$ cat src/adcc_pkg.sv
/*
 * Shared constants and carriers for the converter control block: register
 * indices, field layouts, reset values, channel codes, timing counts and the
 * sequencer state encoding.
 * Assumes an 8-bit register port with a 2-bit register index.
 */
package adcc_pkg;

    // Register indices on the plain register port
    localparam logic [1:0] ADDR_CTRL = 2'h0;
    localparam logic [1:0] ADDR_RES_HIGH = 2'h1;
    localparam logic [1:0] ADDR_RES_LOW = 2'h2;
    localparam logic [1:0] ADDR_GAIN = 2'h3;

    localparam int RESULT_BITS = 10;
    localparam int CHANNELS = 16;

    // Conversion control register, bit 7 down to bit 0
    typedef struct packed {
        logic [3:0] channel_code;
        logic diff_mode_sel;
        logic mux_out_sel;
        logic clk_div_sel;
        logic conv_busy;
    } adcc_ctrl_type;

    // Gain control register, bit 7 down to bit 0
    typedef struct packed {
        logic standalone_amp_en;
        logic temp_sense_en;
        logic trim_cfg;
        logic [1:0] reserved;
        logic [2:0] amp_factor_code;
    } adcc_gain_type;

    localparam adcc_ctrl_type CTRL_RESET = 8'h00;
    localparam adcc_gain_type GAIN_RESET = 8'h00;
    localparam logic [1:0] GAIN_RSV_ZERO = 2'h0;
    localparam logic [2:0] GAIN_BYPASS = 3'h0;

    // Low result register: two result bits on top, the rest read as zero
    localparam logic [5:0] RES_LOW_PAD = 6'h00;
    localparam int RES_LOW_KEEP = 2;

    // Channel codes
    localparam logic [3:0] CH_TEMP = 4'h7;
    localparam logic [3:0] CH_FIRST_EXT = 4'ha;
    localparam logic [3:0] CH_LAST_MUX_DIFF = 4'hb;
    localparam logic [3:0] CH_ROUTE_OUT = 4'he;
    localparam logic [3:0] CH_PAIR_FLIP = 4'h1;

    // Prescaler: divide by 1 or by 16
    localparam logic [3:0] DIV16_LAST = 4'hf;
    localparam logic [3:0] DIV_START = 4'h0;

    // Sample window in converter clocks, then one clock per result bit
    localparam logic [1:0] SAMPLE_LAST = 2'h2;
    localparam logic [1:0] SAMPLE_START = 2'h0;
    localparam logic [RESULT_BITS-1:0] SAR_FIRST_BIT = 10'h200;
    localparam logic [RESULT_BITS-1:0] SAR_ZERO = 10'h000;

    // Gray-coded sequencer states
    typedef enum logic [1:0] {
        ST_IDLE = 2'b00,
        ST_SAMPLE = 2'b01,
        ST_CONVERT = 2'b11
    } adcc_state_type;

endpackage

$ cat src/adcc_control.sv
/*
 * Control logic of a multiplexed 10-bit successive-approximation converter:
 * control, result and gain registers, prescaler, conversion sequencer,
 * channel gating and amplifier configuration.
 * Assumes a register master on clk, and an analog comparator whose decision
 * for the driven trial code is valid on comp_in by each converter clock.
 */
// The register addresses and the strobed register port were chosen for this implementation.
`timescale 1ns/100ps

module adcc_control (
    input wire logic clk,
    input wire logic resetn,
    input wire logic [1:0] reg_addr,
    input wire logic [7:0] reg_wdata,
    input wire logic reg_wr,
    input wire logic reg_rd,
    output logic [7:0] reg_rdata,
    input wire logic comp_in,
    output logic conv_clk_en,
    output logic sample_en,
    output logic [adcc_pkg::RESULT_BITS-1:0] dac_trial,
    output logic conv_done,
    output logic [adcc_pkg::CHANNELS-1:0] chan_plus_sel,
    output logic [adcc_pkg::CHANNELS-1:0] chan_minus_sel,
    output logic route_out_pin_en,
    output logic conv_input_pin_en,
    output logic amp_enable,
    output logic amp_open_loop,
    output logic [2:0] amp_factor_code,
    output logic standalone_amp_en,
    output logic temp_sense_en
);

    adcc_pkg::adcc_ctrl_type ctrl_r;
    adcc_pkg::adcc_ctrl_type cfg_r;
    adcc_pkg::adcc_ctrl_type wr_ctrl;
    adcc_pkg::adcc_gain_type gain_r;
    adcc_pkg::adcc_state_type state_r;
    logic [adcc_pkg::RESULT_BITS-1:0] result_r;
    logic [adcc_pkg::RESULT_BITS-1:0] trial_r;
    logic [adcc_pkg::RESULT_BITS-1:0] mask_r;
    logic [adcc_pkg::RESULT_BITS-1:0] keep;
    logic [3:0] div_r;
    logic [1:0] sample_cnt_r;
    logic [7:0] rdata_r;
    logic done_r;
    logic ctrl_wr;
    logic start;
    logic abort;
    logic tick;
    logic finish;
    logic gate_en;
    logic plus_valid;
    logic minus_valid;
    logic [3:0] minus_code;

    assign wr_ctrl = reg_wdata;
    assign ctrl_wr = reg_wr && reg_addr == adcc_pkg::ADDR_CTRL;
    assign start = ctrl_wr && wr_ctrl.conv_busy;
    assign abort = ctrl_wr && !wr_ctrl.conv_busy;

    // Prescaler runs only while a conversion is active
    assign tick = ctrl_r.conv_busy && (!cfg_r.clk_div_sel || div_r == adcc_pkg::DIV16_LAST);
    assign finish = tick && state_r == adcc_pkg::ST_CONVERT && mask_r[0];
    assign keep = comp_in ? trial_r : (trial_r & ~mask_r);

    // Control register; a software write wins over the hardware clear
    always_ff @(posedge clk or negedge resetn) begin
        if (!resetn) begin
            ctrl_r <= adcc_pkg::CTRL_RESET;
        end else if (ctrl_wr) begin
            ctrl_r <= wr_ctrl;
        end else if (finish) begin
            ctrl_r.conv_busy <= 1'b0;
        end
    end

    // Settings used by the running conversion, captured at start
    always_ff @(posedge clk or negedge resetn) begin
        if (!resetn) begin
            cfg_r <= adcc_pkg::CTRL_RESET;
        end else if (start) begin
            cfg_r <= wr_ctrl;
        end
    end

    always_ff @(posedge clk or negedge resetn) begin
        if (!resetn) begin
            gain_r <= adcc_pkg::GAIN_RESET;
        end else if (reg_wr && reg_addr == adcc_pkg::ADDR_GAIN) begin
            gain_r <= {reg_wdata[7:5], adcc_pkg::GAIN_RSV_ZERO, reg_wdata[2:0]};
        end
    end

    always_ff @(posedge clk or negedge resetn) begin
        if (!resetn) begin
            div_r <= adcc_pkg::DIV_START;
        end else if (start || !ctrl_r.conv_busy) begin
            div_r <= adcc_pkg::DIV_START;
        end else begin
            div_r <= div_r + 4'h1;
        end
    end

    // Sequencer: sample window, then one decision per result bit
    always_ff @(posedge clk or negedge resetn) begin
        if (!resetn) begin
            state_r <= adcc_pkg::ST_IDLE;
        end else if (start) begin
            state_r <= adcc_pkg::ST_SAMPLE;
        end else if (abort) begin
            state_r <= adcc_pkg::ST_IDLE;
        end else if (tick) begin
            case (state_r)
                adcc_pkg::ST_SAMPLE: begin
                    if (sample_cnt_r == adcc_pkg::SAMPLE_LAST) begin
                        state_r <= adcc_pkg::ST_CONVERT;
                    end
                end
                adcc_pkg::ST_CONVERT: begin
                    if (mask_r[0]) begin
                        state_r <= adcc_pkg::ST_IDLE;
                    end
                end
                default: begin
                    state_r <= adcc_pkg::ST_IDLE;
                end
            endcase
        end
    end

    always_ff @(posedge clk or negedge resetn) begin
        if (!resetn) begin
            sample_cnt_r <= adcc_pkg::SAMPLE_START;
        end else if (start) begin
            sample_cnt_r <= adcc_pkg::SAMPLE_START;
        end else if (tick && state_r == adcc_pkg::ST_SAMPLE) begin
            sample_cnt_r <= sample_cnt_r + 2'h1;
        end
    end

    // Successive approximation: trial code and the bit under test
    always_ff @(posedge clk or negedge resetn) begin
        if (!resetn) begin
            trial_r <= adcc_pkg::SAR_ZERO;
            mask_r <= adcc_pkg::SAR_ZERO;
        end else if (start) begin
            trial_r <= adcc_pkg::SAR_FIRST_BIT;
            mask_r <= adcc_pkg::SAR_FIRST_BIT;
        end else if (tick && state_r == adcc_pkg::ST_CONVERT) begin
            trial_r <= keep | (mask_r >> 1);
            mask_r <= mask_r >> 1;
        end
    end

    // Result: hardware completion wins over a software write in the same cycle
    always_ff @(posedge clk) begin
        if (finish) begin
            result_r <= keep;
        end else if (reg_wr && reg_addr == adcc_pkg::ADDR_RES_HIGH) begin
            result_r[9:2] <= reg_wdata;
        end else if (reg_wr && reg_addr == adcc_pkg::ADDR_RES_LOW) begin
            result_r[1:0] <= reg_wdata[7:6];
        end
    end

    always_ff @(posedge clk or negedge resetn) begin
        if (!resetn) begin
            done_r <= 1'b0;
        end else begin
            done_r <= finish;
        end
    end

    // Read data stands in the cycle after the read strobe
    always_ff @(posedge clk or negedge resetn) begin
        if (!resetn) begin
            rdata_r <= 8'h00;
        end else if (reg_rd) begin
            case (reg_addr)
                adcc_pkg::ADDR_CTRL: rdata_r <= ctrl_r;
                adcc_pkg::ADDR_RES_HIGH: rdata_r <= result_r[9:2];
                adcc_pkg::ADDR_RES_LOW: rdata_r <= {result_r[1:0], adcc_pkg::RES_LOW_PAD};
                adcc_pkg::ADDR_GAIN: rdata_r <= gain_r;
                default: rdata_r <= 8'h00;
            endcase
        end
    end

    // Amplifier: trim forces open loop, differential forces bypass unless trim is set
    assign amp_enable = gain_r.trim_cfg
        || (gain_r.amp_factor_code != adcc_pkg::GAIN_BYPASS && !ctrl_r.diff_mode_sel);
    assign amp_open_loop = gain_r.trim_cfg;
    assign amp_factor_code = gain_r.amp_factor_code;
    assign standalone_amp_en = gain_r.standalone_amp_en;
    assign temp_sense_en = gain_r.temp_sense_en;

    // Channel decode from the live control register so paths settle early
    always_comb begin
        plus_valid = 1'b0;
        if (ctrl_r.channel_code == adcc_pkg::CH_TEMP) begin
            plus_valid = !ctrl_r.diff_mode_sel && !ctrl_r.mux_out_sel && gain_r.temp_sense_en;
        end else if (ctrl_r.channel_code >= adcc_pkg::CH_FIRST_EXT) begin
            if (!ctrl_r.mux_out_sel) begin
                plus_valid = 1'b1;
            end else if (ctrl_r.diff_mode_sel) begin
                plus_valid = ctrl_r.channel_code <= adcc_pkg::CH_LAST_MUX_DIFF;
            end else begin
                plus_valid = ctrl_r.channel_code < adcc_pkg::CH_ROUTE_OUT;
            end
        end
    end

    assign minus_valid = plus_valid && ctrl_r.diff_mode_sel && ctrl_r.channel_code >= adcc_pkg::CH_FIRST_EXT;
    assign minus_code = ctrl_r.channel_code ^ adcc_pkg::CH_PAIR_FLIP;
    assign gate_en = ctrl_r.conv_busy || ctrl_r.mux_out_sel || amp_enable;

    genvar ch;
    generate
        for (ch = 0; ch < adcc_pkg::CHANNELS; ch = ch + 1) begin : g_chan
            assign chan_plus_sel[ch] = gate_en && plus_valid && ctrl_r.channel_code == 4'(ch);
            assign chan_minus_sel[ch] = gate_en && minus_valid && minus_code == 4'(ch);
        end
    endgenerate

    assign route_out_pin_en = ctrl_r.mux_out_sel;
    assign conv_input_pin_en = ctrl_r.mux_out_sel;
    assign conv_clk_en = tick;
    assign sample_en = ctrl_r.conv_busy && state_r == adcc_pkg::ST_SAMPLE;
    assign dac_trial = trial_r;
    assign conv_done = done_r;
    assign reg_rdata = rdata_r;

    a_idle_clock_off: assert property (@(posedge clk) disable iff (!resetn)
        !ctrl_r.conv_busy |-> !conv_clk_en)
        else $error("converter clock runs while not busy");

    a_div1_rate: assert property (@(posedge clk) disable iff (!resetn)
        (ctrl_r.conv_busy && !cfg_r.clk_div_sel) |-> conv_clk_en)
        else $error("divide by 1 missed a converter clock");

    a_div16_gap: assert property (@(posedge clk) disable iff (!resetn)
        (conv_clk_en && cfg_r.clk_div_sel && !start) |-> ##1 (!conv_clk_en || !cfg_r.clk_div_sel) [*8])
        else $error("divide by 16 clock came too early");

    a_start_capture: assert property (@(posedge clk) disable iff (!resetn)
        start |=> (ctrl_r.conv_busy && state_r == adcc_pkg::ST_SAMPLE && cfg_r == $past(reg_wdata)))
        else $error("start did not capture control values");

    a_done_result: assert property (@(posedge clk) disable iff (!resetn)
        (finish && !reg_wr) |=> (!ctrl_r.conv_busy && result_r == $past(keep) && conv_done))
        else $error("completion did not clear busy with result");

    a_abort_stop: assert property (@(posedge clk) disable iff (!resetn)
        abort |=> (!ctrl_r.conv_busy && state_r == adcc_pkg::ST_IDLE && !conv_clk_en && !sample_en))
        else $error("abort did not stop the conversion");

    a_mux_reserved: assert property (@(posedge clk) disable iff (!resetn)
        (ctrl_r.mux_out_sel && (ctrl_r.channel_code >= adcc_pkg::CH_ROUTE_OUT
            || ctrl_r.channel_code[3:1] == 3'h4)) |-> chan_plus_sel == '0)
        else $error("reserved mux channel selected an input");

    a_idle_gating: assert property (@(posedge clk) disable iff (!resetn)
        (!ctrl_r.conv_busy && !ctrl_r.mux_out_sel && !amp_enable) |-> (chan_plus_sel == '0 && chan_minus_sel == '0))
        else $error("idle inputs not gated off");

    a_low_zero_read: assert property (@(posedge clk) disable iff (!resetn)
        (reg_rd && reg_addr == adcc_pkg::ADDR_RES_LOW) |=> reg_rdata[5:0] == adcc_pkg::RES_LOW_PAD)
        else $error("low result padding not zero");

    a_high_read: assert property (@(posedge clk) disable iff (!resetn)
        (reg_rd && reg_addr == adcc_pkg::ADDR_RES_HIGH) |=> reg_rdata == $past(result_r[9:2]))
        else $error("high result read wrong");

    a_diff_bypass: assert property (@(posedge clk) disable iff (!resetn)
        (ctrl_r.diff_mode_sel && !gain_r.trim_cfg) |-> !amp_enable)
        else $error("amplifier enabled in differential mode");

    a_trim_open: assert property (@(posedge clk) disable iff (!resetn)
        gain_r.trim_cfg |-> (amp_enable && amp_open_loop))
        else $error("trim did not enable open loop amplifier");

    a_conv_length: assert property (@(posedge clk) disable iff (!resetn)
        (start && !wr_ctrl.clk_div_sel) ##1 (!reg_wr) [*8] ##1 (!reg_wr) [*4] |-> ##[1:2] conv_done)
        else $error("conversion length wrong");

    c_conversion_done: cover property (@(posedge clk) disable iff (!resetn) conv_done);
    c_abort_restart: cover property (@(posedge clk) disable iff (!resetn)
        (ctrl_r.conv_busy && abort) ##1 start);
    c_mux_start: cover property (@(posedge clk) disable iff (!resetn) start && wr_ctrl.mux_out_sel);
    c_div16_done: cover property (@(posedge clk) disable iff (!resetn) finish && cfg_r.clk_div_sel);

endmodule // adcc_control

$ cat config.mk
export PLATFORM = sky130hd
export DESIGN_NAME = adcc_control
export DESIGN_NICKNAME = d
export VERILOG_FILES = /design/src/adcc_pkg.sv /design/src/adcc_control.sv
export SDC_FILE = /design/constraint.sdc
export NUM_CORES = 1
export LEC_CHECK = 0
export CAP_MARGIN = 10
export CORE_MARGIN = 2
export CORE_UTILIZATION = 55
export CTS_BUF_LIST = sky130_fd_sc_hd__clkbuf_2
export CTS_CLUSTER_SIZE = 30
export DETAILED_ROUTE_END_ITERATION = 8
export DONT_BUFFER_PORTS = 1
export PLACE_DENSITY = 0.76
export SETUP_SLACK_MARGIN = 0.3
export SKIP_LAST_GASP = 1
export SLEW_MARGIN = 0
export SYNTH_ARGS = -nofsm -noshare
export SYNTH_HDL_FRONTEND = slang
export SYNTH_SLANG_ARGS = --single-unit
$ cat constraint.sdc
create_clock -name clk -period 5.7 [get_ports clk]
set_input_delay 0.57 -clock clk [delete_from_list [all_inputs] [get_ports clk]]
set_output_delay 0.57 -clock clk [all_outputs]
set_load 0.005 [all_outputs]
## Yosys cells after proc, flatten, opt, wreduce, memory -nomap -nowiden

Index checks and enable logic that the tools add are counted.

| word-level totals | value |
|---|---|
| flip-flop bits (word level) | 62 |

| cells by class | value |
|---|---|
| add/sub/neg operators | 2 |
| multiplexer cells | 25 |
| reductions and logical operators | 72 |
| bitwise gates (word level) | 4 |
| $lt $le $gt $ge | 3 |
| equal/unequal tests | 40 |

Operators with widths:

| operator | number |
|---|---|
| $eq A4 B4 Y1 const B | 17 |
| $mux W10 | 6 |
| $logic_and A1 B1 Y1 | 50 |
| $eq A4 B3 Y1 const B | 8 |
| $pmux W8 S4 | 1 |
| $mux W2 | 9 |
| $eq A4 B2 Y1 const B | 4 |
| $and A10 B10 Y10 | 1 |
| $not A10 Y10 | 1 |
| $or A10 B9 Y10 | 1 |
| $reduce_bool A2 Y1 | 5 |
| $eq A2 B2 Y1 const B | 4 |
| $eq A4 B1 Y1 const B | 2 |
| $logic_not A4 Y1 | 2 |
| $mux W8 | 1 |
| $ne A4 B4 Y1 const B | 2 |
| $mux W1 | 6 |
| $reduce_bool A3 Y1 | 2 |
| $logic_not A1 Y1 | 5 |
| $logic_or A1 B1 Y1 | 5 |
| $add A4 B1 Y4 const B | 1 |
| $eq A2 B1 Y1 const B | 2 |
| $ge A4 B4 Y1 const B | 1 |
| $le A4 B4 Y1 const B | 1 |
| 9 further kinds | 9 |

## Longest topological paths before layout

Gate-level depths: netlist of the first run.

| logic depth | value |
|---|---|
| depth in word-level cells | 9 |
| mapped depth | 7 |

## Worst setup path before layout of the first run

OpenSTA, ideal clock, no wires.

| path | value |
|---|---|
| kind | input -> register |
| from | input reg_addr[0] |
| to | register result_r[2] (netlist bit), enable pin |
| arrival | 1.590 ns |
| cell stages on the path | 4 |
| data required time | 5.316 ns |
| setup time | 0.384 ns |
| path slack | 3.726 ns |
| path through | buf_6 > buf_2 > nand2_1 > o21ai_0 |

| between the ends | value |
|---|---|
| word-level cells in the longest chain between the ends | 3 |

Ends and longest elaborated chain:

| element | line | text |
|---|---|---|
| from (decl) | adcc_control.sv:14 | `input wire logic [1:0] reg_addr,` |
| $eq A2 B1 Y1 | adcc_control.sv:161 | `end else if (reg_wr && reg_addr == adcc_pkg::ADDR_RES_HIGH) begin` |
| $logic_and A1 B1 Y1 | adcc_control.sv:161 |  |
| $reduce_bool A2 Y1 (no line) | -- |  |
| to (signal assigned) | adcc_control.sv:160 | `result_r <= keep;` |
| to (decl) | adcc_control.sv:40 | `logic [adcc_pkg::RESULT_BITS-1:0] result_r;` |

Every way passes these cells.
A chain may end at the register's enable or synchronous reset.

## Final worst setup path of the first run

| path | value |
|---|---|
| from | register gain_r, in the netlist amp_factor_code[1] |
| to | output chan_plus_sel[12] (netlist bit) |

| between the ends | value |
|---|---|
| word-level cells in the longest chain between the ends | 6 |

Ends and longest elaborated chain:

| element | line | text |
|---|---|---|
| from (decl) | adcc_control.sv:38 | `adcc_pkg::adcc_gain_type gain_r;` |
| from (signal assigned) | adcc_control.sv:90 | `gain_r <= adcc_pkg::GAIN_RESET;` |
| from (signal assigned) | adcc_control.sv:92 | `gain_r <= {reg_wdata[7:5], adcc_pkg::GAIN_RSV_ZERO, reg_wdata[2:0]};` |
| $reduce_bool A3 Y1 | adcc_control.sv:193 | `\|\| (gain_r.amp_factor_code != adcc_pkg::GAIN_BYPASS && !ctrl_r.diff_mode_sel);` |
| $logic_and A1 B1 Y1 | adcc_control.sv:193 |  |
| $logic_or A1 B1 Y1 | adcc_control.sv:193 |  |
| named net amp_enable | adcc_control.sv:28 | `output logic amp_enable,` |
| $logic_or A1 B1 Y1 | adcc_control.sv:217 | `assign gate_en = ctrl_r.conv_busy \|\| ctrl_r.mux_out_sel \|\| amp_enable;` |
| $logic_and A1 B1 Y1 (2 in a row) | adcc_control.sv:222 | `assign chan_plus_sel[ch] = gate_en && plus_valid && ctrl_r.channel_code == 4'(ch);` |
| to (decl) | adcc_control.sv:24 | `output logic [adcc_pkg::CHANNELS-1:0] chan_plus_sel,` |

The timed path passes the listed nets, and every way through them passes these cells.

==> Implementation_results.wiki, run 1 <==
{| class="wikitable"
! Metric !! Value
|-
| Final HPWL DP || 4.41 mm
|-
| Global-route track usage on met2 || approximately 32%
|-
| Maximum number of pins on one net before global-route repair || 53
|-
| Effective utilization at floorplan || between 50% and 60%
|-
| Vertical die dimension || between 70 and 80 µm
|-
| Layout area overhead || 2.10%
|-
| Data required time at the worst endpoint || just over 5 ns
|-
| Critical path peak fanout || 6
|-
| Standard-cell row count || 27
|-
| Clock-pin slew on the worst setup and hold paths || about 0.17 ns
|-
| Final period demand of the worst path || approximately 2.7 ns
|-
| Vias in the first global route || 1982
|-
| Drt pass-1 iters || 5
|-
| Library cell with the largest summed area after synthesis || sky130_fd_sc_hd__dfrtp_1
|-
| Crit path launch type || register
|-
| Antenna violations before repair || 0
|-
| TritonCTS clock tree || yes
|-
| Most instantiated flip-flop cell in the synthesis netlist || sky130_fd_sc_hd__dfrtp_1
|-
| Clock insertion delay at the later pin of the skew report || approximately 0.49 ns
|-
| Worst-margin pin slew || 0.958 ns
|-
| Max Fclk || approximately 360 MHz
|-
| Sum of overflow across all layers after global routing || 0
|-
| Number of hold-slack violations in the final timing report || 0
|-
| Total number of clock tree sinks || 62
|-
| Dominant cells by area after synthesis || sky130_fd_sc_hd__dfrtp_1 41%, sky130_fd_sc_hd__edfxtp_1 9.5%, sky130_fd_sc_hd__buf_4 5.7%
|-
| Count of pins over their slew limit || 0
|-
| ANT cells || 0
|-
| Die Width || between 70 and 80 µm
|-
| Register area share after synthesis || around half
|-
| Clk buf depth || 2
|-
| Number of maximum-capacitance violations || 0
|-
| Synthesis Warnings || 0
|-
| Layout net count || approximately 320
|-
| DRC violations left || 0
|-
| Routed via count || approximately 2100
|-
| Starting DRT DRC Count || 63
|-
| Outcome || complete, no violations
|-
| Overall routing resource usage || a little over a fifth
|-
| Library cell with the highest instance count after synthesis || sky130_fd_sc_hd__dfrtp_1
|-
| Avg WL per Cell || about 17 µm
|-
| Relative slew margins || between 30% and 40%
|-
| List of most frequent post-synthesis cells || 52 x sky130_fd_sc_hd__dfrtp_1, 32 x sky130_fd_sc_hd__nand2_1, 28 x sky130_fd_sc_hd__nor2_1
|-
| Category of the most critical setup path || reg2out
|-
| DRT antenna net count || 0
|-
| PnR worst setup slack || around 3.0 ns
|-
| Number of input and output port buffers inserted || 0
|-
| Pwr per Cell Area || ~300 mW/mm²
|-
| # placed instances || 363
|-
| Setup_tns || 0 ns
|-
| Post-route insts no fill || 381
|-
| Leakage power figure || roughly 1.4 nW
|-
| Die area || ~0.0064 mm²
|-
| Data arrival time of the critical path || roughly 2.2 ns
|-
| Core Footprint || about 0.0055 mm²
|-
| Number of post-CTS setup repair buffers || 0
|-
| Average vias per placed instance || between 5 and 6
|-
| Wire length of the first global-routing pass || between 9 and 10 mm
|-
| Yosys reg bits || a little over 60
|-
| Clock root cell || sky130_fd_sc_hd__clkbuf_2
|-
| Met3 Track Usage GR || 9.50%
|-
| Setup crit end kind || primary output
|-
| IO Pins || 77
|-
| Max H-tree Level || 3
|-
| Total standard cell area after synthesis || ~0.0032 mm²
|-
| Area fraction of the dominant cell type after synthesis || between 40% and 50%
|-
| Synth async-reset ratio || a little over four fifths
|-
| Min-delay worst type || in2reg
|-
| Share of final-layout standard cells stronger than drive strength 1 || approximately 13%
|-
| Total wire length || 6.35 mm
|-
| Gp weighted congestion || 0.791
|-
| Number of buffers inserted during clock tree synthesis || 9
|-
| Number of flops mapped to enable cells by yosys || 10
|-
| Placement-stage worst setup slack || around 3.5 ns
|-
| Library cells used by synthesis || 47
|-
| Busiest layer in global routing || met2
|-
| Syn Area/Cell || 10.2 µm²
|-
| Setup repair after global routing missed its margin || no
|-
| Global-route met1 utilization || between 20% and 30%
|-
| Part of the cycle the worst path needs || ~48%
|-
| Count of endpoints failing setup in the final report || 0
|-
| Synthesized netlist cell count || 308
|-
| Worst-case clock skew || roughly 0.016 ns
|-
| IR drop worst, VDD || approximately 200 µV
|}
## critical path, stage by stage (launching register included)
cell and delay (ns):
sky130_fd_sc_hd__dfrtp_1 0.45, sky130_fd_sc_hd__nor3_1 0.32, sky130_fd_sc_hd__o21bai_1 0.18, sky130_fd_sc_hd__o31ai_1 0.58
sky130_fd_sc_hd__nor2_1 0.15
## kinds of logic (layout without fill, tap and decap cells)
| kind of cell | Yosys count | in the layout | share of synthesized area (%) |
|---|---|---|---|
| buf+inv | 50 | 33 | 9.29 |
| simple gates | 100 | 100 | 15.5 |
| compound gates | 67 | 67 | 13.3 |
| flops | 62 | 62 | 50.8 |
| other cells | 1 | 19 | 0.119 |
| mux | 23 | 23 | 9.29 |
| xor+xnor | 3 | 3 | 0.834 |
| fa+ha+maj | 2 | 2 | 0.794 |
## worst paths after layout
check / start / endpoint / slack (ns) / depth (start not counted)
min in group asynchronous: resetn / reg_rdata[5] / 0.56 / 2
max reg2reg: div_r[0] / result_r[5] / 3.54 / 4
min: reg_rd / reg_rdata[5] / 0.13 / 1
max in group asynchronous: resetn / sample_cnt_r[0] / 4.89 / 2
max: amp_factor_code[1] / chan_plus_sel[12] / 2.96 / 4
min reg2reg: div_r[0] / div_r[0] / 0.48 / 1
## where the power goes
group	internal, W	switching (W)
Sequential	0.000508	0.0000664
Combinational	0.0000722	0.0000746
Clock	0.0000989	0.000154
## metrics by stage
step	power, W	util (%)	area, µm²	hold slack [ns]
after floorplan	0.000700	-	3220	0.274
after global placement	0.000711	55.9	3080	0.276
after detailed placement	0.000719	55.9	3080	0.276
after CTS	0.000980	58.4	3220	0.0998
after global routing	0.00103	58.4	3220	0.0790
final	0.000974	58.4	3220	0.126
## placed cells by master, fill, tap and decap left out, types with 14 or more instances in the layout
| cell | instances |
|---|---|
| sky130_fd_sc_hd__inv_1 | 14 |
| sky130_fd_sc_hd__nor2_1 | 28 |
| sky130_fd_sc_hd__conb_1 | 19 |
| sky130_fd_sc_hd__o21ai_0 | 20 |
| sky130_fd_sc_hd__nand2_1 | 32 |
| sky130_fd_sc_hd__nand3_1 | 14 |
| sky130_fd_sc_hd__dfrtp_1 | 52 |
## area by class of cell
cell class / instances / area [µm²]
Tap cell: 72 / 90.1
Timing Repair Buffer: 3 / 45.0
Clock buffer: 10 / 50.0
Multi-Input combinational cell: 214 / 1330
Clock inverter: 6 / 53.8
Fill cell: 470 / 2290
Inverter: 14 / 52.6
Sequential cell: 62 / 1600
## flip-flops by register name, indices dropped and copies added, names as in the netlist
name and cells:
amp_factor_code 3, amp_open_loop 1, cfg_r 1, conv_done 1, conv_input_pin_en 1, ctrl_r 7
dac_trial 10, div_r 4, mask_r 10, reg_rdata 8, result_r 10, sample_cnt_r 2
standalone_amp_en 1, state_r 2, temp_sense_en 1
## metal layers
metal / routed length [µm] / vias up / share of wire (%)
met4: 87 / 0 / 1.4
met3: 580 / 10 / 9.1
met2: 2930 / 84 / 46
met5: 0 / - / 0
li1: - / 1023 / -
met1: 2750 / 1005 / 43
## repair_timing
action | in CTS | in global routing
gates resized for setup | 0 | 0
hold buffers | 2 | 0
endpoints found under the hold margin | 52 | 0
No activity file was read; power rests on OpenSTA's default activity.
==> inputs of run 2 (changes only) <==
Settings changed: PLACE_DENSITY 0.76 to 0.79.
Clock period 5.7 ns to 2.49 ns, I/O delays scaled along.
==> run 2 against run 1 <==
Via count is 5.2% higher. Non-clock buffer count up 18. Cell count grew 4.7%. Utilization is 3.7 points higher. Hold slack got worse by 0.064 ns. Clock skew rose by 0.011 ns. Sequential share of layout area is 2.8 points lower.
==> Implementation_results.wiki, run 2 (same netlist as run 1, synthesis figures left out) <==
{| class="wikitable"
! Metric !! Value
|-
| Pwr per Cell Area || 646 mW/mm² (was 303 mW/mm²)
|-
| Total wire length || 6.83 mm (was 6.35 mm)
|-
| Maximum number of pins on one net before global-route repair || 53 (unchanged)
|-
| Top Family by Delay on Critical Path || compound AO/OA/AOI/OAI gates (unchanged)
|-
| Share of final-layout standard cells stronger than drive strength 1 || 14.7% (was 12.9%)
|-
| Setup crit end kind || primary output (unchanged)
|-
| Critical path buffer and inverter count || 0 (unchanged)
|-
| Number of buffers inserted during clock tree synthesis || 9 (unchanged)
|-
| Vias in the first global route || 2141 (was 1982)
|-
| Die Width || 79.7 µm (unchanged)
|-
| Clock-pin slew on the worst setup and hold paths || 0.15 ns (was 0.17 ns)
|-
| Final HPWL DP || 4.51 mm (was 4.41 mm)
|-
| DRT antenna net count || 0 (unchanged)
|-
| Overall routing resource usage || 22.4% (was 20.8%)
|-
| Critical R2R Launch || ctrl_r[0] (was div_r[0])
|-
| Outcome || complete, no violations (unchanged)
|-
| Leakage power figure || 1.47 nW (was 1.40 nW)
|-
| Final-layout worst hold slack || 0.0619 ns (was 0.126 ns)
|-
| Clk buf depth || 2 (unchanged)
|-
| Drt pass-1 iters || 4 (was 5)
|-
| WHS Endpoint || result_r[9] (was reg_rdata[5])
|-
| Critical path peak fanout || 6 (unchanged)
|-
| Worst-case clock skew || 0.0276 ns (was 0.0164 ns)
|-
| Layout net count || 339 (was 321)
|-
| Die area || 0.00635 mm² (unchanged)
|-
| Worst reg-to-reg setup slack || 0.61 ns (was 3.54 ns)
|-
| Part of the cycle the worst path needs || 82.9%
|-
| Avg WL per Cell || 17.1 µm (was 16.7 µm)
|-
| Cell area after layout || 0.00342 mm² (was 0.00322 mm²)
|-
| Vertical die dimension || 79.7 µm (unchanged)
|-
| IR drop worst, VDD || 321 µV (was 202 µV)
|-
| Clock root cell || sky130_fd_sc_hd__clkbuf_2 (unchanged)
|-
| Standard-cell row count || 27 (unchanged)
|-
| Relative slew margins || 32.0% (was 35.4%)
|-
| Category of the most critical setup path || reg2out (unchanged)
|-
| Setup_tns || 0 ns (unchanged)
|-
| Data required time at the worst endpoint || 2.24 ns (was 5.13 ns)
|-
| Worst-margin pin slew || 1.01 ns (was 0.958 ns)
|-
| IO Pins || 77 (unchanged)
|-
| PnR worst setup slack || 0.427 ns (was 2.96 ns)
|-
| Starting DRT DRC Count || 102 (was 63)
|-
| Number of hold-slack violations in the final timing report || 0 (unchanged)
|-
| Placement-stage worst setup slack || 0.662 ns (was 3.51 ns)
|-
| Most common library cell in the layout ignoring fill and taps || sky130_fd_sc_hd__dfrtp_1 (unchanged)
|-
| Number of maximum-capacitance violations || 0 (unchanged)
|-
| Count of pins over their slew limit || 0 (unchanged)
|-
| Average vias per placed instance || 5.59 (was 5.57)
|-
| Hold Path Cell Cnt || 2 (was 1)
|-
| Library cell contributing the largest single delay on the critical path || sky130_fd_sc_hd__dfrtp_1 (was sky130_fd_sc_hd__o31ai_1)
|-
| Antenna violations before repair || 0 (unchanged)
|-
| Cells along the critical path || nor3_2, o21bai_1, o31ai_4, nor2_1 (was nor3_1, o21bai_1, o31ai_1, nor2_1)
|-
| Number of input and output port buffers inserted || 0 (unchanged)
|-
| Min-delay worst type || in2reg (unchanged)
|-
| DRC violations left || 0 (unchanged)
|-
| Most frequent cells in the layout || 48 x sky130_fd_sc_hd__dfrtp_1, 32 x sky130_fd_sc_hd__nand2_1, 28 x sky130_fd_sc_hd__nor2_1 (was 52 x sky130_fd_sc_hd__dfrtp_1, 32 x sky130_fd_sc_hd__nand2_1, 28 x sky130_fd_sc_hd__nor2_1)
|-
| Fill count || 458 (was 470)
|-
| Total number of clock tree sinks || 62 (unchanged)
|-
| Routed via count || 2232 (was 2122)
|-
| Effective utilization at floorplan || 57.2% (unchanged)
|-
| Data arrival time of the critical path || 1.81 ns (was 2.17 ns)
|-
| Clock insertion delay at the later pin of the skew report || 0.49 ns (about the same)
|-
| Layout area overhead || 8.57% (was 2.10%)
|-
| Capture instance of the worst register-to-register path || dac_trial[8] (was result_r[5])
|-
| Gp weighted congestion || 0.792 (was 0.791)
|-
| Post-placement cell area || 0.00308 mm² (about the same)
|-
| TritonCTS clock tree || yes (unchanged)
|-
| Start point of the worst min-delay path || comp_in (was reg_rd)
|-
| Wire length of the first global-routing pass || 10.6 mm (was 9.89 mm)
|-
| Max Fclk || 485 MHz
|-
| Max H-tree Level || 3 (unchanged)
|-
| Sum of overflow across all layers after global routing || 0 (unchanged)
|-
| Final period demand of the worst path || 2.06 ns
|-
| Crit path launch type || register (unchanged)
|-
| Worst R2R Path Depth || 4 (unchanged)
|-
| Count of endpoints failing setup in the final report || 0 (unchanged)
|-
| Setup repair after global routing missed its margin || no (unchanged)
|-
| Core Footprint || 0.00551 mm² (unchanged)
|-
| Peak per-stage delay on the critical path || 0.46 ns (was 0.58 ns)
|-
| ANT cells || 0 (unchanged)
|}
[run 2: cell types whose count changed in the layout (fill, tap and decap cells not counted), moves of 3 or more]
cell / delta
sky130_fd_sc_hd__dfrtp_1: -4
sky130_fd_sc_hd__clkbuf_2: +3
sky130_fd_sc_hd__dfrtp_2: +4
sky130_fd_sc_hd__clkinv_2: -3
sky130_fd_sc_hd__dlygate4sd3_1: +17
[run 2: through the flow]
stage / total power, W / util (%) / cells
final: 0.00221 / 62.1 / 399
after global routing: 0.00234 / 62.1 / 399
after CTS: 0.00220 / 61.2 / 396
after detailed placement: 0.00165 / 56.0 / 364
after global placement: 0.00163 / 56.0 / 364
after floorplan: 0.00160 / - / 326
[run 2: layer usage]
metal	up-vias	track usage [%]	part of all wire (%)
met5	-	0	0
met2	77	37.5	49
met3	7	9.50	7.2
met1	1093	26.3	43
li1	1055	-	-
met4	0	6.21	0.72
[run 2: how the worst max path moves through the flow]
stage | cells after the start | slack [ns] | endpoint | start
after floorplan | 5 | 0.63 | result_r[2] | div_r[0]
after CTS | 4 | 0.35 | chan_minus_sel[13] | ctrl_r[5]
after detailed placement | 4 | 0.66 | chan_plus_sel[14] | amp_factor_code[1]
final | 4 | 0.43 | chan_plus_sel[15] | amp_factor_code[1]
after global routing | 4 | 0.32 | chan_plus_sel[11] | amp_factor_code[1]
after global placement | 4 | 0.68 | chan_plus_sel[14] | amp_factor_code[1]
[run 2: repair_timing]
action / 4_1_cts / 5_1_grt
setup endpoints to repair: 6 / 12
hold buffers: 16 / 3
endpoints found under the hold margin: 86 / 2
buffers inserted: 0 / 0
pin swaps: 1 / 2
cloned: 0 / 0
resized for setup: 6 / 5
[run 2: worst register-to-register path: stages (launching register included)]
cell and delay (ns):
sky130_fd_sc_hd__dfrtp_1 0.67, sky130_fd_sc_hd__nand3_1 0.25, sky130_fd_sc_hd__a211oi_4 0.49, sky130_fd_sc_hd__nand2_1 0.11
sky130_fd_sc_hd__a32o_1 0.27
[run 2: final cells by class]
type	count	area [µm²]	share of cell area, %
Sequential cell	62	1610	46.9
Tap cell	72	90.1	2.63
Clock buffer	13	65.1	1.90
Clock inverter	3	12.5	0.366
Timing Repair Buffer	21	223	6.51
Inverter	14	52.6	1.54
Multi-Input combinational cell	214	1370	40.1
[run 2: report_power, final]
| part | total [W] | internal (W) | switching (W) | leakage (nW) |
|---|---|---|---|---|
| Sequential | 0.00133 | 0.00117 | 0.000167 | 0.751 |
| Combinational | 0.000400 | 0.000198 | 0.000201 | 0.654 |
| Clock | 0.000478 | 0.000141 | 0.000337 | 0.0610 |
| Total | 0.00221 | 0.00150 | 0.000705 | 1.47 |
==> inputs of run 3 (changes only) <==
Settings changed: ABC_AREA from default to 1.
Clock period 2.49 ns to 1.7 ns, I/O delays scaled along.
==> run 3 against run 2 <==
The flow now finishes with violations (setup timing). Clock-buffer cell count decreased by 3. Global-route usage increased by 4.0 points. Utilization increased by 11 points. Sequential share of layout area decreased by 9.1 points. Non-clock buffer count increased by 29. Die area increased by 3.5%. Clock skew decreased by 0.0031 ns. Wire length increased by 29%. Synthesized area increased by 3.7%.
==> Implementation_results.wiki, run 3 <==
{| class="wikitable"
! Metric !! Value
|-
| Register area share after synthesis || 49.0% (was 50.8%)
|-
| Total standard cell area after synthesis || 0.00327 mm² (was 0.00315 mm²)
|-
| Dominant cells by area after synthesis || sky130_fd_sc_hd__dfrtp_1 40%, sky130_fd_sc_hd__nand2_1 13%, sky130_fd_sc_hd__edfxtp_1 9.2% (was sky130_fd_sc_hd__dfrtp_1 41%, sky130_fd_sc_hd__edfxtp_1 9.5%, sky130_fd_sc_hd__buf_4 5.7%)
|-
| Die area || 0.00658 mm² (was 0.00635 mm²)
|-
| Critical R2R Launch || div_r[1] (was ctrl_r[0])
|-
| Clock insertion delay at the later pin of the skew report || 0.50 ns (was 0.49 ns)
|-
| Crit path launch type || register (unchanged)
|-
| Violated checks || setup timing
|-
| Most common library cell in the layout ignoring fill and taps || sky130_fd_sc_hd__nand2_1 (was sky130_fd_sc_hd__dfrtp_1)
|-
| Number of buffers inserted during clock tree synthesis || 9 (unchanged)
|-
| Number of hold-slack violations in the final timing report || 0 (unchanged)
|-
| Setup crit end kind || primary output (unchanged)
|-
| List of most frequent post-synthesis cells || 114 x sky130_fd_sc_hd__nand2_1, 55 x sky130_fd_sc_hd__nand3_1, 52 x sky130_fd_sc_hd__dfrtp_1 (was 52 x sky130_fd_sc_hd__dfrtp_1, 32 x sky130_fd_sc_hd__nand2_1, 28 x sky130_fd_sc_hd__nor2_1)
|-
| Yosys reg bits || 62 (unchanged)
|-
| Critical path peak fanout || 6 (unchanged)
|-
| Cell area after layout || 0.00425 mm² (was 0.00342 mm²)
|-
| Post-placement cell area || 0.00325 mm² (was 0.00308 mm²)
|-
| Core Footprint || 0.00582 mm² (was 0.00551 mm²)
|-
| Maximum number of pins on one net before global-route repair || 53 (unchanged)
|-
| Area fraction of the dominant cell type after synthesis || 39.8% (was 41.3%)
|-
| Clk buf depth || 2 (unchanged)
|-
| Wire length of the first global-routing pass || 13.1 mm (was 10.6 mm)
|-
| Capture instance of the worst register-to-register path || result_r[9] (was dac_trial[8])
|-
| Worst-case clock skew || 0.0245 ns (was 0.0276 ns)
|-
| Crit path capture || chan_minus_sel[14] (was chan_plus_sel[15])
|-
| Number of input and output port buffers inserted || 0 (unchanged)
|-
| IR drop worst, VDD || 657 µV (was 321 µV)
|-
| Outcome || finished, violations left (was complete, no violations)
|-
| Avg WL per Cell || 16.6 µm (was 17.1 µm)
|-
| Antenna violations before repair || 0 (unchanged)
|-
| Part of the cycle the worst path needs || 109%
|-
| Peak per-stage delay on the critical path || 0.47 ns (was 0.46 ns)
|-
| Synthesis Warnings || 0 (unchanged)
|-
| Total number of clock tree sinks || 62 (unchanged)
|-
| Drt pass-1 iters || 5 (was 4)
|-
| Leakage power figure || 1.99 nW (was 1.47 nW)
|-
| Final Power || 0.00373 W (was 0.00221 W)
|-
| Library cell contributing the largest single delay on the critical path || sky130_fd_sc_hd__dfrtp_1 (unchanged)
|-
| Count of endpoints failing setup in the final report || 14 (was 0)
|-
| Library cell with the highest instance count after synthesis || sky130_fd_sc_hd__nand2_1 (was sky130_fd_sc_hd__dfrtp_1)
|-
| Startpoint of the worst setup timing path || ctrl_r[6] (was amp_factor_code[1])
|-
| Clock root cell || sky130_fd_sc_hd__clkbuf_2 (unchanged)
|-
| Overall routing resource usage || 26.4% (was 22.4%)
|-
| Category of the most critical setup path || reg2out (unchanged)
|-
| Effective utilization at floorplan || 56.2% (was 57.2%)
|-
| Vias in the first global route || 2780 (was 2141)
|-
| PnR worst setup slack || -0.149 ns (was 0.427 ns)
|-
| Pwr per Cell Area || 878 mW/mm² (was 646 mW/mm²)
|-
| Total wire length || 8.79 mm (was 6.83 mm)
|-
| Gp weighted congestion || 0.813 (was 0.792)
|-
| Max H-tree Level || 3 (unchanged)
|-
| Number of flops mapped to enable cells by yosys || 10 (unchanged)
|-
| ANT cells || 0 (unchanged)
|-
| Layout area overhead || 29.9% (was 8.57%)
|-
| TritonCTS clock tree || yes (unchanged)
|-
| Worst R2R Path Depth || 8 (was 4)
|-
| Average vias per placed instance || 5.48 (was 5.59)
|-
| IO Pins || 77 (unchanged)
|-
| Routed via count || 2894 (was 2232)
|-
| Worst reg-to-reg setup slack || 0.10 ns (was 0.61 ns)
|-
| Number of maximum-capacitance violations || 0 (unchanged)
|-
| Setup repair after global routing missed its margin || yes (was no)
|-
| Syn Area/Cell || 8.13 µm² (was 10.2 µm²)
|-
| Synthesized netlist cell count || 402 (was 308)
|-
| Cells along the critical path || nand2_1, inv_2, nand3_2, nand2_2, nand2_4, nand3_4, nor2_2 (was nor3_2, o21bai_1, o31ai_4, nor2_1)
|-
| Library cells used by synthesis || 29 (was 47)
|-
| DRT antenna net count || 0 (unchanged)
|-
| Max Fclk || approximately 540 MHz
|-
| Library cell with the largest summed area after synthesis || sky130_fd_sc_hd__dfrtp_1 (unchanged)
|-
| Die Width || 81.1 µm (was 79.7 µm)
|-
| Most instantiated flip-flop cell in the synthesis netlist || sky130_fd_sc_hd__dfrtp_1 (unchanged)
|-
| Starting DRT DRC Count || 176 (was 102)
|-
| Count of pins over their slew limit || 0 (unchanged)
|-
| Final HPWL DP || 4.94 mm (was 4.51 mm)
|-
| Layout net count || 465 (was 339)
|-
| Min-delay worst type || in2reg (unchanged)
|-
| Synth async-reset ratio || 83.9% (unchanged)
|-
| Data required time at the worst endpoint || 1.53 ns (was 2.24 ns)
|-
| Final period demand of the worst path || about 1.8 ns
|-
| Vertical die dimension || 81.1 µm (was 79.7 µm)
|-
| Share of final-layout standard cells stronger than drive strength 1 || 32.9% (was 14.7%)
|-
| Clock-pin slew on the worst setup and hold paths || 0.19 ns (was 0.15 ns)
|-
| Most frequent cells in the layout || 83 x sky130_fd_sc_hd__nand2_1, 48 x sky130_fd_sc_hd__dfrtp_1, 33 x sky130_fd_sc_hd__nand3_1 (was 48 x sky130_fd_sc_hd__dfrtp_1, 32 x sky130_fd_sc_hd__nand2_1, 28 x sky130_fd_sc_hd__nor2_1)
|-
| Sum of overflow across all layers after global routing || 0 (unchanged)
|-
| DRC violations left || 0 (unchanged)
|-
| Data arrival time of the critical path || 1.68 ns (was 1.81 ns)
|-
| Standard-cell row count || 28 (was 27)
|}
==> run 3: power breakdown <==
group / internal, W / total, W / switching [W]
clock: 0.000330 / 0.000864 / 0.000534
sequential: 0.00169 / 0.00187 / 0.000186
combinational: 0.000415 / 0.000992 / 0.000576
==> run 3: repair_timing <==
| item | in CTS | in global routing |
|---|---|---|
| pin swaps | 21 | 29 |
| cloned | 3 | 1 |
| setup endpoints to repair | 57 | 62 |
| hold endpoints to repair | 90 | 1 |
| hold buffers | 15 | 1 |
| buffers inserted | 19 | 8 |
| resized for setup | 64 | 55 |
==> run 3: final cells by class <==
cell class	count	area, µm²
Tap cell	75	93.8
Sequential cell	62	1610
Multi-Input combinational cell	285	1730
Inverter	40	155
Timing Repair Buffer	50	554
Fill cell	399	1570
Clock inverter	6	52.6
Clock buffer	10	50.0
==> run 3: cells by family after synthesis <==
family	count (synthesis)	share of synthesized area (%)
compound gates	40	6.54
xor+xnor	2	0.536
fa+ha+maj	2	0.765
buf+inv	74	12.6
flops	62	49.0
mux	2	0.689
other cells	1	0.115
simple gates	219	29.8
==> run 3: metrics by stage <==
stage	utilization [%]	setup slack [ns]	hold WS [ns]	instances	TNS, ns
finish	73.0	-0.149	0.0248	528	-1.68
global route	73.0	-0.253	0.0216	528	-3.05
CTS	68.1	-0.106	0.00130	518	-1.24
global placement	55.9	0.178	-0.124	465	0
detailed placement	55.9	0.0753	-0.124	465	0
floorplan	-	0.243	-0.126	420	0
==> run 3: routing by layer <==
| layer | vias up | global-route usage, % | share of wire, % |
|---|---|---|---|
| met5 | - | 0 | 0 |
| met2 | 102 | 47.0 | 54 |
| met3 | 26 | 6.22 | 5.7 |
| met1 | 1416 | 30.3 | 38 |
| met4 | 0 | 11.4 | 2.4 |
| li1 | 1350 | - | - |
==> run 3: how the worst min path moves through the flow <==
stage / cells past startpoint / to / startpoint / slack (ns)
2_1_floorplan: 0 / amp_factor_code[0] / resetn / -0.13
3_5_place_dp: 0 / reg_rdata[1] / resetn / -0.12
4_1_cts: 4 / dac_trial[3] / comp_in / 0.001
6_report: 4 / dac_trial[4] / comp_in / 0.02
3_3_place_gp: 0 / reg_rdata[0] / resetn / -0.12
5_1_grt: 3 / ctrl_r[0] / reg_wdata[0] / 0.02
==> run 3: critical path: cells and delay by family, from the launching register on <==
family        cells  cell delay (ns)
buf+inv           1             0.06
flops             1             0.47
simple gates      6             0.65
